### src/design/tx_pcf_pkg.sv
// Purpose: Shared constants and types of the transmit phase compensation FIFO
// Assumes: 32-bit AXI4-Lite register access, one system clock
// Notes:   Register layout, reset values and bus answers live here
package tx_pcf_pkg;

    // Data path shape
    localparam int DATA_W     = 32;
    localparam int CTRL_W     = 4;
    localparam int FIFO_DEPTH = 8;
    localparam int LVL_W      = $clog2(FIFO_DEPTH) + 1;
    localparam int ADDR_W     = 5;
    localparam int DIV_W      = 8;

    // Register byte offsets
    localparam logic [ADDR_W-1:0] CTRL_OFS   = 5'h00;
    localparam logic [ADDR_W-1:0] STATUS_OFS = 5'h04;
    localparam logic [ADDR_W-1:0] DIV_OFS    = 5'h08;
    localparam logic [ADDR_W-1:0] COUNT_OFS  = 5'h0C;

    // Reset values and thresholds
    localparam logic [31:0]      CTRL_RESET  = 32'h0000_0000;
    localparam logic [DIV_W-1:0] DIV_RESET   = 8'h04;
    localparam logic [LVL_W-1:0] START_LEVEL = LVL_W'(FIFO_DEPTH / 2);

    // Bus answers
    localparam logic [1:0] RESP_OKAY   = 2'h0;
    localparam logic [1:0] RESP_SLVERR = 2'h2;

    typedef enum logic [1:0] {
        BOND_NONE,
        BOND_X4,
        BOND_X8
    } bond_mode_t;

    // Control register
    typedef struct packed {
        logic [25:0] rsvd;
        bond_mode_t  bond;
        logic        group_follow;
        logic        byte_ser;
        logic        user_wclk;
        logic        enable;
    } ctrl_t;

    // Status register
    typedef struct packed {
        logic [23-LVL_W:0] rsvd_hi;
        logic [LVL_W-1:0]  level;
        logic [4:0]        rsvd_lo;
        logic              primed;
        logic              underrun;
        logic              overflow;
    } status_t;

    // One transmit word: control bits above data
    typedef struct packed {
        logic [CTRL_W-1:0] ctrl;
        logic [DATA_W-1:0] data;
    } tx_word_t;

    localparam int WORD_W = $bits(tx_word_t);

endpackage

### src/design/tx_pcf_fifo.sv
// Purpose: Synchronous FIFO with valid/ready on both sides
// Assumes: One clock; push and pop may share a cycle
// Notes:   Width and depth shape the storage array and pointers
module tx_pcf_fifo #(
    parameter int WIDTH = 36,
    parameter int DEPTH = 8
) (
    // Clock and reset
    input  wire logic                       clk,
    input  wire logic                       reset_n,
    // Fill side
    input  wire logic                       in_valid,
    input  wire logic [WIDTH-1:0]           in_data,
    output logic                            in_ready,
    // Drain side
    output logic                            out_valid,
    output logic [WIDTH-1:0]                out_data,
    input  wire logic                       out_ready,
    // Fill level
    output logic [$clog2(DEPTH):0]          level
);
    localparam int AW = $clog2(DEPTH);

    logic [WIDTH-1:0] mem [DEPTH];
    logic [AW-1:0]    wr_ptr;
    logic [AW-1:0]    rd_ptr;
    logic [AW:0]      count;
    logic [AW-1:0]    next_wr_ptr;
    logic [AW-1:0]    next_rd_ptr;
    logic [AW:0]      next_count;
    logic             push;
    logic             pop;

    assign in_ready  = (count != (AW+1)'(DEPTH));
    assign out_valid = (count != '0);
    assign out_data  = mem[rd_ptr];
    assign level     = count;
    assign push      = in_valid && in_ready;
    assign pop       = out_valid && out_ready;

    always_comb begin
        next_wr_ptr = wr_ptr;
        next_rd_ptr = rd_ptr;
        next_count  = count;
        if (push) begin
            next_wr_ptr = (wr_ptr == AW'(DEPTH - 1)) ? '0 : wr_ptr + 1'b1;
        end
        if (pop) begin
            next_rd_ptr = (rd_ptr == AW'(DEPTH - 1)) ? '0 : rd_ptr + 1'b1;
        end
        if (push && !pop) begin
            next_count = count + 1'b1;
        end else if (pop && !push) begin
            next_count = count - 1'b1;
        end
    end

    always_ff @(posedge clk) begin
        if (!reset_n) begin
            wr_ptr <= '0;
            rd_ptr <= '0;
            count  <= '0;
        end else begin
            wr_ptr <= next_wr_ptr;
            rd_ptr <= next_rd_ptr;
            count  <= next_count;
        end
    end

    // Storage
    always_ff @(posedge clk) begin
        if (push) begin
            mem[wr_ptr] <= in_data;
        end
    end

endmodule

### src/design/tx_phase_comp_fifo.sv
// Purpose: Transmit phase compensation FIFO with selectable write and read clocking
// Assumes: Clock pins are slow against sys_clk; each rising edge becomes a one-cycle tick
// Notes:   Registers over AXI4-Lite; write and read ticks must run at one rate
// How it works
// - The FIFO takes words on the write tick and gives them out on the read tick, absorbing phase.
// - With the user write clock enabled, its pin alone paces the FIFO write side.
// - Any rate difference shows as overflow or underrun, and the data then goes bad.
// - Unbonded without byte serializer, reads follow the local divider, also sent out as the channel clock.
// - With the byte serializer, reads take every second tick of the selected parallel clock.
// - In four-lane bonding, reads follow clock_unit_zero of this block, sent out as the bonded clock.
// - In eight-lane bonding, reads follow clock_unit_zero of the master block.
// - Without the user clock, writes follow the group lead clock when unbonded with group_follow set, else the read tick.
module tx_phase_comp_fifo (
    // Clock and reset
    input  wire logic                       sys_clk,
    input  wire logic                       reset_n,
    // AXI4-Lite write
    input  wire logic [4:0]                 s_axi_awaddr,
    input  wire logic                       s_axi_awvalid,
    output logic                            s_axi_awready,
    input  wire logic [31:0]                s_axi_wdata,
    input  wire logic [3:0]                 s_axi_wstrb,
    input  wire logic                       s_axi_wvalid,
    output logic                            s_axi_wready,
    output logic [1:0]                      s_axi_bresp,
    output logic                            s_axi_bvalid,
    input  wire logic                       s_axi_bready,
    // AXI4-Lite read
    input  wire logic [4:0]                 s_axi_araddr,
    input  wire logic                       s_axi_arvalid,
    output logic                            s_axi_arready,
    output logic [31:0]                     s_axi_rdata,
    output logic [1:0]                      s_axi_rresp,
    output logic                            s_axi_rvalid,
    input  wire logic                       s_axi_rready,
    // Fabric transmit words
    input  wire tx_pcf_pkg::tx_word_t       tx_word,
    input  wire logic                       tx_valid,
    output logic                            tx_ready,
    // Clock pins
    input  wire logic                       user_wclk,
    input  wire logic                       group_lead_clk,
    input  wire logic                       cu0_local_clk,
    input  wire logic                       cu0_master_clk,
    // Coding sublayer side
    output tx_pcf_pkg::tx_word_t            pcs_word,
    output logic                            pcs_valid,
    output logic                            chan_par_clk_out,
    output logic                            bonded_clk_out,
    output logic                            overflow_flag,
    output logic                            underrun_flag
);
    localparam int NPIN = 4;

    // Pin synchronisers
    logic [NPIN-1:0] pin_sync1;
    logic [NPIN-1:0] pin_sync2;
    logic [NPIN-1:0] pin_dly;
    logic [NPIN-1:0] pin_edge;

    // Registers and bus state
    tx_pcf_pkg::ctrl_t            ctrl, next_ctrl;
    logic [tx_pcf_pkg::DIV_W-1:0] div_ratio, next_div_ratio;
    logic [31:0]                  word_count, next_word_count;
    logic                         aw_held, next_aw_held;
    logic                         w_held, next_w_held;
    logic [4:0]                   aw_addr, next_aw_addr;
    logic [31:0]                  w_data, next_w_data;
    logic [3:0]                   w_strb, next_w_strb;
    logic                         next_awready, next_wready, next_bvalid, next_arready;
    logic                         next_rvalid;
    logic [1:0]                   next_bresp, next_rresp;
    logic [31:0]                  next_rdata;
    logic                         ovf_clr, udr_clr;

    // Data path state
    logic [tx_pcf_pkg::DIV_W-1:0] div_cnt, next_div_cnt;
    logic                         par_tick, next_par_tick;
    logic                         half, next_half;
    logic                         hold_valid, next_hold_valid;
    tx_pcf_pkg::tx_word_t         hold_word, next_hold_word;
    logic                         next_tx_ready;
    logic                         primed, next_primed;
    logic                         next_overflow, next_underrun;
    tx_pcf_pkg::tx_word_t         next_pcs_word;
    logic                         next_pcs_valid, next_bonded_clk;
    logic                         sel_tick, rd_tick, wr_tick, auto_wr_tick;
    logic                         push, pop, ovf_event, udr_event;
    logic                         fifo_in_ready, fifo_out_valid;
    tx_pcf_pkg::tx_word_t         fifo_out_data;
    logic [tx_pcf_pkg::LVL_W-1:0] fifo_level;
    tx_pcf_pkg::status_t          status;

    function automatic logic is_mapped(input logic [4:0] addr);
        return (addr[4] == 1'b0);
    endfunction

    // Bond code 3 behaves as unbonded
    function automatic logic is_bonded(input tx_pcf_pkg::bond_mode_t mode);
        return (mode == tx_pcf_pkg::BOND_X4) || (mode == tx_pcf_pkg::BOND_X8);
    endfunction

    function automatic logic [31:0] merge_strb(input logic [31:0] old_val,
                                               input logic [31:0] new_val,
                                               input logic [3:0]  strb);
        logic [31:0] res;
        res = old_val;
        for (int i = 0; i < 4; i++) begin
            if (strb[i]) begin
                res[i*8 +: 8] = new_val[i*8 +: 8];
            end
        end
        return res;
    endfunction

    // Two flops before any use, third for edge detection
    always_ff @(posedge sys_clk) begin
        if (!reset_n) begin
            pin_sync1 <= '0;
            pin_sync2 <= '0;
            pin_dly   <= '0;
        end else begin
            pin_sync1 <= {cu0_master_clk, cu0_local_clk, group_lead_clk, user_wclk};
            pin_sync2 <= pin_sync1;
            pin_dly   <= pin_sync2;
        end
    end

    generate
        for (genvar g = 0; g < NPIN; g++) begin : g_edge
            assign pin_edge[g] = pin_sync2[g] && !pin_dly[g];
        end
    endgenerate

    // Clock selection
    always_comb begin
        case (ctrl.bond)
            tx_pcf_pkg::BOND_NONE: sel_tick = par_tick;
            tx_pcf_pkg::BOND_X4:   sel_tick = pin_edge[2];
            tx_pcf_pkg::BOND_X8:   sel_tick = pin_edge[3];
            default:               sel_tick = par_tick;
        endcase
    end

    assign rd_tick      = ctrl.enable && sel_tick && (!ctrl.byte_ser || half);
    assign auto_wr_tick = (!is_bonded(ctrl.bond) && ctrl.group_follow)
                          ? pin_edge[1] : rd_tick;
    assign wr_tick      = ctrl.enable && (ctrl.user_wclk ? pin_edge[0] : auto_wr_tick);
    assign push         = wr_tick && hold_valid && fifo_in_ready;
    assign pop          = rd_tick && primed && fifo_out_valid;
    assign ovf_event    = wr_tick && hold_valid && !fifo_in_ready;
    assign udr_event    = rd_tick && primed && !fifo_out_valid;

    tx_pcf_fifo #(
        .WIDTH (tx_pcf_pkg::WORD_W),
        .DEPTH (tx_pcf_pkg::FIFO_DEPTH)
    ) u_fifo (
        .clk       (sys_clk),
        .reset_n   (reset_n),
        .in_valid  (push),
        .in_data   (hold_word),
        .in_ready  (fifo_in_ready),
        .out_valid (fifo_out_valid),
        .out_data  (fifo_out_data),
        .out_ready (pop),
        .level     (fifo_level)
    );

    // Data path next state
    always_comb begin
        next_div_cnt    = div_cnt;
        next_par_tick   = 1'b0;
        next_half       = half;
        next_hold_valid = hold_valid;
        next_hold_word  = hold_word;
        next_primed     = primed;
        next_pcs_word   = pcs_word;
        next_pcs_valid  = pop;
        next_bonded_clk = is_bonded(ctrl.bond) && sel_tick;
        next_word_count = pop ? word_count + 32'h1 : word_count;
        if (!ctrl.enable) begin
            next_div_cnt = '0;
            next_half    = 1'b0;
            next_primed  = 1'b0;
        end else begin
            if ({1'b0, div_cnt} + 9'h001 >= {1'b0, div_ratio}) begin
                next_div_cnt  = '0;
                next_par_tick = 1'b1;
            end else begin
                next_div_cnt = div_cnt + 1'b1;
            end
            if (sel_tick) begin
                next_half = !half;
            end
            if (fifo_level >= tx_pcf_pkg::START_LEVEL) begin
                next_primed = 1'b1;
            end
        end
        if (push || ovf_event) begin
            next_hold_valid = 1'b0;
        end
        if (tx_valid && tx_ready) begin
            next_hold_valid = 1'b1;
            next_hold_word  = tx_word;
        end
        if (pop) begin
            next_pcs_word = fifo_out_data;
        end
        next_tx_ready = ctrl.enable && !next_hold_valid;
        next_overflow = ovf_event || (overflow_flag && !ovf_clr);
        next_underrun = udr_event || (underrun_flag && !udr_clr);
    end

    always_ff @(posedge sys_clk) begin
        if (!reset_n) begin
            div_cnt          <= '0;
            par_tick         <= 1'b0;
            half             <= 1'b0;
            hold_valid       <= 1'b0;
            hold_word        <= '0;
            primed           <= 1'b0;
            pcs_word         <= '0;
            pcs_valid        <= 1'b0;
            bonded_clk_out   <= 1'b0;
            chan_par_clk_out <= 1'b0;
            tx_ready         <= 1'b0;
            overflow_flag    <= 1'b0;
            underrun_flag    <= 1'b0;
            word_count       <= '0;
        end else begin
            div_cnt          <= next_div_cnt;
            par_tick         <= next_par_tick;
            half             <= next_half;
            hold_valid       <= next_hold_valid;
            hold_word        <= next_hold_word;
            primed           <= next_primed;
            pcs_word         <= next_pcs_word;
            pcs_valid        <= next_pcs_valid;
            bonded_clk_out   <= next_bonded_clk;
            chan_par_clk_out <= next_par_tick;
            tx_ready         <= next_tx_ready;
            overflow_flag    <= next_overflow;
            underrun_flag    <= next_underrun;
            word_count       <= next_word_count;
        end
    end

    // Register file and bus slave
    always_comb begin
        status          = '0;
        status.level    = fifo_level;
        status.primed   = primed;
        status.underrun = underrun_flag;
        status.overflow = overflow_flag;
        next_ctrl       = ctrl;
        next_div_ratio  = div_ratio;
        ovf_clr         = 1'b0;
        udr_clr         = 1'b0;
        next_aw_held    = aw_held;
        next_aw_addr    = aw_addr;
        next_w_held     = w_held;
        next_w_data     = w_data;
        next_w_strb     = w_strb;
        next_bvalid     = s_axi_bvalid && !s_axi_bready;
        next_bresp      = s_axi_bresp;
        next_rvalid     = s_axi_rvalid && !s_axi_rready;
        next_rdata      = s_axi_rdata;
        next_rresp      = s_axi_rresp;
        if (s_axi_awvalid && s_axi_awready) begin
            next_aw_held = 1'b1;
            next_aw_addr = s_axi_awaddr;
        end
        if (s_axi_wvalid && s_axi_wready) begin
            next_w_held = 1'b1;
            next_w_data = s_axi_wdata;
            next_w_strb = s_axi_wstrb;
        end
        if (aw_held && w_held && !s_axi_bvalid) begin
            next_aw_held = 1'b0;
            next_w_held  = 1'b0;
            next_bvalid  = 1'b1;
            next_bresp   = is_mapped(aw_addr) ? tx_pcf_pkg::RESP_OKAY : tx_pcf_pkg::RESP_SLVERR;
            case ({aw_addr[4:2], 2'b00})
                tx_pcf_pkg::CTRL_OFS: begin
                    next_ctrl      = tx_pcf_pkg::ctrl_t'(merge_strb(ctrl, w_data, w_strb));
                    next_ctrl.rsvd = '0;
                end
                tx_pcf_pkg::STATUS_OFS: begin
                    ovf_clr = w_strb[0] && w_data[0];
                    udr_clr = w_strb[0] && w_data[1];
                end
                tx_pcf_pkg::DIV_OFS: begin
                    if (w_strb[0]) begin
                        next_div_ratio = w_data[tx_pcf_pkg::DIV_W-1:0];
                    end
                end
                default: begin
                end
            endcase
        end
        if (s_axi_arvalid && s_axi_arready) begin
            next_rvalid = 1'b1;
            next_rresp  = is_mapped(s_axi_araddr) ? tx_pcf_pkg::RESP_OKAY
                                                  : tx_pcf_pkg::RESP_SLVERR;
            case ({s_axi_araddr[4:2], 2'b00})
                tx_pcf_pkg::CTRL_OFS:   next_rdata = ctrl;
                tx_pcf_pkg::STATUS_OFS: next_rdata = status;
                tx_pcf_pkg::DIV_OFS:    next_rdata = {24'h000000, div_ratio};
                tx_pcf_pkg::COUNT_OFS:  next_rdata = word_count;
                default:                next_rdata = 32'h0000_0000;
            endcase
        end
        next_awready = !next_aw_held && !next_bvalid;
        next_wready  = !next_w_held && !next_bvalid;
        next_arready = !next_rvalid;
    end

    always_ff @(posedge sys_clk) begin
        if (!reset_n) begin
            ctrl          <= tx_pcf_pkg::ctrl_t'(tx_pcf_pkg::CTRL_RESET);
            div_ratio     <= tx_pcf_pkg::DIV_RESET;
            aw_held       <= 1'b0;
            aw_addr       <= '0;
            w_held        <= 1'b0;
            w_data        <= '0;
            w_strb        <= '0;
            s_axi_awready <= 1'b0;
            s_axi_wready  <= 1'b0;
            s_axi_bvalid  <= 1'b0;
            s_axi_bresp   <= tx_pcf_pkg::RESP_OKAY;
            s_axi_arready <= 1'b0;
            s_axi_rvalid  <= 1'b0;
            s_axi_rdata   <= '0;
            s_axi_rresp   <= tx_pcf_pkg::RESP_OKAY;
        end else begin
            ctrl          <= next_ctrl;
            div_ratio     <= next_div_ratio;
            aw_held       <= next_aw_held;
            aw_addr       <= next_aw_addr;
            w_held        <= next_w_held;
            w_data        <= next_w_data;
            w_strb        <= next_w_strb;
            s_axi_awready <= next_awready;
            s_axi_wready  <= next_wready;
            s_axi_bvalid  <= next_bvalid;
            s_axi_bresp   <= next_bresp;
            s_axi_arready <= next_arready;
            s_axi_rvalid  <= next_rvalid;
            s_axi_rdata   <= next_rdata;
            s_axi_rresp   <= next_rresp;
        end
    end
endmodule

### config.mk
export PLATFORM = sky130hd
export DESIGN_NAME = tx_phase_comp_fifo
export DESIGN_NICKNAME = d
export VERILOG_FILES = /design/src/design/tx_pcf_pkg.sv /design/src/design/tx_pcf_fifo.sv /design/src/design/tx_phase_comp_fifo.sv
export SDC_FILE = /design/constraint.sdc
export NUM_CORES = 1
export LEC_CHECK = 0
export BUFFER_PORTS_ARGS = -buffer_cell sky130_fd_sc_hd__buf_2
export CAP_MARGIN = 20
export CORE_AREA = 5 5 166 200
export CTS_BUF_LIST = sky130_fd_sc_hd__clkbuf_16
export CTS_CLUSTER_SIZE = 14
export DETAILED_ROUTE_END_ITERATION = 10
export DIE_AREA = 0 0 171 205
export PLACE_DENSITY = 0.85
export SETUP_SLACK_MARGIN = 0.15
export SYNTH_ARGS = -nofsm -noshare
export SYNTH_HDL_FRONTEND = slang
export SYNTH_HIERARCHICAL = 1
export SYNTH_SLANG_ARGS = --single-unit
### constraint.sdc
create_clock -name sys_clk -period 14 [get_ports sys_clk]
set_input_delay 2.8 -clock sys_clk [delete_from_list [all_inputs] [get_ports sys_clk]]
set_output_delay 2.8 -clock sys_clk [all_outputs]
set_load 0.1 [all_outputs]
==> summary.md, run 1 <==
| Metric | Value |
|---|---|
| IO Port Bufs | `about 140` |
| Cell Pwr Density | `approximately 130 nW/um^2` |
| DP Wirelength | `approximately 23000 um` |
| Async set-reset flop share out of synthesis | `0` |
| Worst-case clock buffer depth | `3` |
| Reg2reg path depth | `16` |
| Sw Share | `0.1984` |
| Total power | `between 2 and 3 mW` |
| Fillers | `between 1500 and 2000` |
| Period utilisation layout | `0.3122` |
| Initial antenna violation count | `1` |
| Post-CTS sizing | `0` |
| Setup TNS | `0 ns` |
| Num ports | `177` |
| Hold-fix buffers, CTS | `0` |
| Share of cells above drive strength 1 | `0.1907` |
| FF-to-FF setup slack | `10.16 ns` |
| Place WS | `slightly above 9 ns` |
| CTS clk-pin slew, worst paths | `~0.060 ns` |
| Gate Count Post-Synth | `~1400` |
| Min Tclk post-route | `about 4.4 ns` |
| FF-to-FF Start | `ctrl[4]` |
| Worst hold-check path type | `register to register` |
| Cell count after placement | `1839` |
| #FFs+latches synth | `~500` |
| Hold Path End | `pin_sync2[1]` |
| DRC violation count after routing | `0` |
| Clock Latency Late Sink | `approximately 0.55 ns` |
| Setup crit end kind | `register` |
| Slew margin rel. | `0.3417` |
| H-tree levels | `2` |
| Kind of critical path | `input pin to register` |
| Outcome | `completed` |
| Max VDD drop | `~0.00012 V` |
| Upper clock frequency limit | `roughly 230 MHz` |
| Die width | `171 um` |
| RSZ-0062 raised after global routing | `no` |
| Die area | `between 30000 and 40000 um^2` |
| Clk pwr share | `0.429` |
| Total count of hold-check failures in the final report | `0` |
| Gr usage total | `0.2308` |
| Critical Path RT | `~14 ns` |
| Via count | `11510` |
| Setup Skew | `approximately 0.016 ns` |
| Core footprint | `roughly 31000 um^2` |
| CTS tree | `done` |
| First-pass GRT wire length | `approximately 63000 um` |
| DR iter-0 viols | `~900` |
| Layout Utilization | `0.7107` |
| Rows | `71` |
| Nets | `around 1600` |
| Starting Density | `0.6295` |
| Largest net degree at the start of global routing | `98` |
| Worst path arrival time | `approximately 4.8 ns` |
| Post-synth EDFFs | `approximately 290` |
| GP Congestion | `approximately 0.80` |
| Seq/Total Area, Yosys | `0.6616` |
| Post-route insts no fill | `about 1900` |
| Ys flop type | `edfxtp_1` |
| Part of the power in combinational logic | `0.016` |
| Leak | `around 8.5 nW` |
| Fin area | `about 22000 um^2` |
| Mapped Area | `19520 um^2` |
| Chip height | `around 210 um` |
| Distinct cells, synth | `60` |
| Worst Slack Setup Final | `about 9.6 ns` |
| CTS root buf | `clkbuf_16` |
| Actual slew at the worst max-slew pin | `0.9875 ns` |
| YS warnings | `6` |
| Most frequent cells in the layout | `288 x edfxtp_1, 210 x dfxtp_1, 143 x buf_2` |
| P&R area growth vs syn | `12.90%` |
| Max Transition Viols Final | `0` |
| Area after DPL | `approximately 21000 um^2` |
| GRT Residual Overflow | `0` |
| # setup viols final | `0` |
| Sink Count | `501` |
| Max FO, Critical Path | `a little under 100` |
| Worst setup SP type | `input pin` |
| WHS | `0.4387 ns` |
| RR Endpoint | `u_fifo/level[3]` |
| DR WL/cell | `about 21 um` |
| Cells on Worst Hold Path | `1` |
| Min-delay src | `pin_sync1[1]` |
| Most common cell after layout, fill and taps aside | `edfxtp_1` |
| N_diodes | `0` |
| Syn_area_per_cell | `14.42 um^2` |
| Max-Cap Viols | `0` |
| Sequential share of power | `0.554` |
| First-pass DRT Iterations | `5` |
| Pint | `approximately 2.2 mW` |
| CTS Buf Count | `between 40 and 50` |
| Vias in the first global route | `approximately 12000` |
| Psw | `about 550 uW` |
| Final Routed Wirelength | `a little over 40000 um` |
| Detail Route Antenna Nets | `0` |
| Setup Buffers After CTS | `0` |
| Routed vias/inst | `around 6` |
## sequential cells by signal, summed over array words and instances, names as in the netlist, 3 cells and up, named ones only
| signal | count |
|---|---|
| hold_word | 36 |
| pin_sync2 | 4 |
| u_fifo/rd_ptr | 3 |
| aw_addr | 3 |
| word_count | 32 |
| s_axi_rdata | 32 |
| u_fifo/level | 4 |
| w_data | 8 |
| pin_dly | 4 |
| pcs_word | 36 |
| u_fifo/mem | 288 |
| div_cnt | 8 |
| ctrl | 6 |
| div_ratio | 8 |
| u_fifo/wr_ptr | 3 |
| pin_sync1 | 4 |
## how the worst max path moves through the flow
stage / slack (ns) / to / startpoint / depth (start not counted)
floorplan: 8.17 / u_fifo/mem[0][0] / par_tick / 7
global placement: 9.05 / pcs_valid / reset_n / 4
detailed placement: 9.06 / pcs_valid / reset_n / 4
CTS: 9.63 / pcs_valid / reset_n / 4
global route: 9.46 / pcs_valid / reset_n / 4
finish: 9.63 / pcs_valid / reset_n / 4
## layer usage
metal	GRT usage	vias to the layer above	part of all wire
met5	0	-	0.00032
met4	0.04982	2	0.017
met3	0.04632	68	0.065
met2	0.4067	374	0.52
met1	0.2988	5693	0.40
li1	-	5368	-
## cell families (layout without fill, tap and decap cells)
| group | Yosys count | in the layout | share of synthesized area |
|---|---|---|---|
| other cells | 1 | 2 | 0.0001921 |
| mux | 169 | 169 | 0.1494 |
| compound gates | 160 | 160 | 0.04937 |
| fa+ha+maj | 20 | 20 | 0.01321 |
| flops | 501 | 501 | 0.6616 |
| xor+xnor | 19 | 19 | 0.008527 |
| buf+inv | 93 | 265 | 0.02282 |
| simple gates | 390 | 390 | 0.09488 |
## final cells by class
class                      instances  area (um^2)  share of cell area
tap                              401        501.7             0.02277
inverter                          20        80.08            0.003634
clock buffer                      50         1251             0.05679
clock inverter                    37        216.5            0.009824
timing repair buffer             158        840.8             0.03816
sequential                       501        12920              0.5864
multi-input combinational        760         6222              0.2824
## critical path: stages
cell	delay, ns
buf_2	0.30
inv_6	0.56
buf_4	0.83
nor3_1	0.18
## cells in the mapped netlist (all sizes together) (14+ instances only)
| library cell | number | area, um^2 |
|---|---|---|
| edfxtp | 288 | 8648 |
| nand3 | 27 | 135.1 |
| nor2 | 117 | 439.2 |
| nand2 | 137 | 516.8 |
| clkbuf | 43 | 173.9 |
| or4 | 15 | 116.4 |
| dfxtp | 213 | 4264 |
| o31ai | 14 | 105.1 |
| o21ai | 16 | 80.07 |
| mux4 | 75 | 1929 |
| a21oi | 81 | 405.4 |
| mux2 | 36 | 405.4 |
| a22oi | 28 | 210.2 |
| mux2i | 58 | 580.6 |
| and2 | 17 | 106.4 |
| buf | 30 | 196.4 |
| inv | 20 | 75.07 |
| xnor2 | 16 | 140.1 |
| ha | 19 | 237.7 |
## power by group through the flow
stage	clock (mW)	combinational (mW)	sequential, mW
final	1.20	0.0449	1.55
after global routing	1.29	0.0487	1.55
after CTS	1.22	0.0450	1.55
after detailed placement	0	0.0448	1.58
after global placement	0	0.0440	1.58
after floorplan	0	0.0214	1.59
(Power assumes the default switching activity.)
==> inputs of run 2 (changes only) <==
--- a/config.mk
+++ b/config.mk
@@ -5,14 +5,15 @@
 export SDC_FILE = /design/constraint.sdc
 export NUM_CORES = 1
 export LEC_CHECK = 0
+export ABC_AREA = 1
 export BUFFER_PORTS_ARGS = -buffer_cell sky130_fd_sc_hd__buf_2
 export CAP_MARGIN = 20
-export CORE_AREA = 5 5 166 200
+export CORE_AREA = 5 5 176 212
 export CTS_BUF_LIST = sky130_fd_sc_hd__clkbuf_16
 export CTS_CLUSTER_SIZE = 14
 export DETAILED_ROUTE_END_ITERATION = 10
-export DIE_AREA = 0 0 171 205
-export PLACE_DENSITY = 0.85
+export DIE_AREA = 0 0 181 217
+export PLACE_DENSITY = 0.8
 export SETUP_SLACK_MARGIN = 0.15
 export SYNTH_ARGS = -nofsm -noshare
 export SYNTH_HDL_FRONTEND = slang
==> constraint.sdc (replaced) <==
create_clock -name sys_clk -period 4.2 [get_ports sys_clk]
set_input_delay 0.84 -clock sys_clk [delete_from_list [all_inputs] [get_ports sys_clk]]
set_output_delay 0.84 -clock sys_clk [all_outputs]
set_load 0.1 [all_outputs]
==> run 2 against run 1 <==
  * Via count up 32%
  * Cell area up 4.2%
  * Clock-buffer cell count unchanged
  * Worst hold slack worse by 0.027 ns
  * Sequential share of layout area down 2.4 points
  * Critical path type is now register to register
==> summary.md, run 2 <==
| Metric | Value |
|---|---|
| RSZ-0062 raised after global routing | `no` |
| Largest net degree at the start of global routing | `102 (+4.1%)` |
| Top reg by flops | `u_fifo/mem` |
| Die area | `39280 um^2 (+12%)` |
| Gate Count Post-Synth | `2191 (+62%)` |
| Max FO, Critical Path | `20 (-79%)` |
| N_diodes | `0 (unchanged)` |
| Max Transition Viols Final | `0 (unchanged)` |
| Clk pwr share | `0.427 (-0.002)` |
| Mapped Area | `20450 um^2 (+4.8%)` |
| Min Tclk post-route | `3.034 ns` |
| Fin area | `22970 um^2 (+4.2%)` |
| Seq/Total Area, Yosys | `0.6314 (-0.03024)` |
| YS warnings | `6 (unchanged)` |
| Worst-case clock buffer depth | `3 (unchanged)` |
| Total count of hold-check failures in the final report | `0 (unchanged)` |
| Most frequent cell after synthesis | `nor2_1` |
| IO Port Bufs | `143 (unchanged)` |
| Sink Count | `501 (unchanged)` |
| Post-synth top cells | `539 x nor2_1, 443 x nand2_1, 288 x edfxtp_1, 229 x o21ai_0, 213 x dfxtp_1` |
| Leading area contributor after synthesis | `edfxtp_1` |
| Pint | `7.556 mW (+240%)` |
| Kind of critical path | `register to register` |
| P&R area growth vs syn | `12.30%` |
| Outcome | `completed` |
| Ys flop type | `edfxtp_1` |
| Max-Cap Viols | `0 (unchanged)` |
| Core footprint | `34810 um^2 (+12%)` |
| Die width | `181 um (+5.8%)` |
| Final Routed Wirelength | `47310 um (+17%)` |
| Most common cell after layout, fill and taps aside | `nor2_1` |
| Worst hold-check path type | `register to register` |
| Share of cells above drive strength 1 | `0.1179 (-0.07275)` |
| Setup Buffers After CTS | `0 (unchanged)` |
| DP Wirelength | `28290 um (+26%)` |
| Cell Pwr Density | `416.6 nW/um^2 (+230%)` |
| GP Congestion | `0.8959 (+13%)` |
| Worst path arrival time | `3.29 ns (-1.46 ns)` |
| Post-CTS sizing | `0 (unchanged)` |
| First-pass GRT wire length | `75580 um (+20%)` |
| Worst setup SP type | `register` |
| Critical Path RT | `4.45 ns (-9.93 ns)` |
| Upper clock frequency limit | `about 330 MHz` |
| Num ports | `177 (unchanged)` |
| Sw Share | `0.2102 (+0.01182)` |
| Setup Skew | `0.01509 ns (-0.001387 ns)` |
| Via count | `15240 (+32%)` |
| Slew margin rel. | `0.3435 (+0.001857)` |
| Distinct cells, synth | `44 (-27%)` |
| # setup viols final | `0 (unchanged)` |
| Top cells by area, synth | `edfxtp_1 42%, dfxtp_1 21%, nor2_1 9.9%` |
| Most frequent cells in the layout | `531 x nor2_1, 443 x nand2_1, 288 x edfxtp_1` |
| Max reg flops | `288 (unchanged)` |
| Cells on Worst Hold Path | `2 (+1)` |
| CTS tree | `done` |
| CTS Buf Count | `48 (+2.1%)` |
| Sequential share of power | `0.542 (-0.012)` |
| Async set-reset flop share out of synthesis | `0 (unchanged)` |
| Syn_area_per_cell | `9.334 um^2 (-35%)` |
| CTS clk-pin slew, worst paths | `0.06 ns (about the same)` |
| #FFs+latches synth | `501 (unchanged)` |
| Leak | `8.587 nW (+1.5%)` |
| Initial antenna violation count | `3 (+2)` |
| Nets | `2416 (+51%)` |
| Top flop regs | `u_fifo/mem (288), hold_word (36), pcs_word (36)` |
| Actual slew at the worst max-slew pin | `0.9847 ns (-0.002785 ns)` |
| DR iter-0 viols | `1170 (+27%)` |
| Starting Density | `0.5874 (-0.04206)` |
| Gr usage total | `0.2355 (+0.004708)` |
| Routed vias/inst | `5.437 (-8.9%)` |
| CTS root buf | `clkbuf_16` |
| First-pass DRT Iterations | `8 (+3)` |
| Max VDD drop | `0.0003418 V (+190%)` |
| Psw | `2.012 mW (+260%)` |
| Fillers | `2684 (+38%)` |
| DR WL/cell | `16.89 um (-20%)` |
| GRT Residual Overflow | `0 (unchanged)` |
| Post-synth EDFFs | `288 (unchanged)` |
| Setup crit end kind | `register` |
| Rows | `75 (+5.6%)` |
| Reg2reg path depth | `12 (-4)` |
| Area after DPL | `21470 um^2 (+4.5%)` |
| DRC violation count after routing | `0 (unchanged)` |
| Part of the power in combinational logic | `0.031 (+0.015)` |
| Synth top area share | `0.4229 (-0.02025)` |
| Period utilisation layout | `0.7225` |
| Detail Route Antenna Nets | `0 (unchanged)` |
| Clock Latency Late Sink | `0.56 ns (about the same)` |
| Vias in the first global route | `15220 (+30%)` |
| Setup TNS | `0 ns (unchanged)` |
| Chip height | `217 um (+5.9%)` |
| H-tree levels | `2 (unchanged)` |
| Hold-fix buffers, CTS | `0 (unchanged)` |
-- run 2: cell count changes after synthesis, moves of 17 or more --
cell,delta
nand2_1,+307
xor2_1,+17
mux2_2,-36
a22oi_1,-28
o21ai_1,+57
and2_1,-17
inv_1,+62
buf_2,+33
mux4_1,-64
nor2_1,+422
mux2i_1,-58
o21ai_0,+216
-- run 2: critical path: stages (launching register included) --
cell and delay, ns:
dfxtp_1 0.33, inv_1 0.07, ha_1 0.35, inv_1 0.10, or2_2 0.11, nand4_1 0.08
nand2_1 0.09, nand2_1 0.07, nor2_1 0.13, nand2_1 0.13, or2_2 0.40, nor2_4 0.59
buf_12 0.27
-- run 2: final timing paths --
kind	startpoint	end	slack [ns]
setup reg to reg	ctrl[4]	u_fifo/mem[4][10]	1.17
hold / removal	pin_sync1[1]	pin_sync2[1]	0.41
hold reg to reg	pin_sync1[1]	pin_sync2[1]	0.41
setup / recovery	ctrl[4]	u_fifo/mem[4][10]	1.17
-- run 2: cell type report --
| class | count | area [um^2] | share of cell area |
|---|---|---|---|
| Clock buffer | 50 | 1251 | 0.05448 |
| Tap cell | 462 | 578.1 | 0.02517 |
| Inverter | 92 | 349.1 | 0.01520 |
| Sequential cell | 501 | 12920 | 0.5625 |
| Multi-Input combinational cell | 1491 | 6705 | 0.2919 |
| Clock inverter | 38 | 245.2 | 0.01068 |
| Timing Repair Buffer | 168 | 918.4 | 0.03999 |
-- run 2: cells by family after synthesis --
| family | count (synthesis) | synth area share |
|---|---|---|
| and+or+nand+nor | 1051 | 0.2041 |
| AOI/OAI and AO/OA | 396 | 0.09844 |
| xor gates and xnor gates | 22 | 0.009422 |
| other | 1 | 0.0001834 |
| DFF | 501 | 0.6314 |
| buffers and inverters | 200 | 0.04387 |
| adders and majority gates | 20 | 0.01260 |
-- run 2: per-layer routing --
metal,part of all wire,global-route usage
met5,0.00087,0
met1,0.39,0.2754
met4,0.028,0.08158
met2,0.52,0.4375
met3,0.062,0.04058
-- run 2: power by group through the flow --
stage          combinational [mW]  clock [mW]  sequential [mW]
3_3_place_gp                0.294           0             5.29
2_1_floorplan               0.102           0             5.41
5_1_grt                     0.322        4.35             5.18
3_5_place_dp                0.298           0             5.29
6_report                    0.299        4.09             5.18
4_1_cts                     0.301        4.15             5.18
-- run 2: per-stage QoR --
stage / setup WS, ns / total power, mW / hold slack, ns / util / std cells
after detailed placement: 1.199 / 5.586 / 0.3994 / 0.6167 / 2714
after floorplan: 0.3258 / 5.509 / 0.3905 / - / 2192
after global placement: 1.284 / 5.580 / 0.3994 / 0.6167 / 2714
after global routing: 0.9379 / 9.852 / 0.4382 / 0.6597 / 2802
after CTS: 1.163 / 9.635 / 0.4149 / 0.6597 / 2802
final: 1.166 / 9.568 / 0.4118 / 0.6597 / 2802
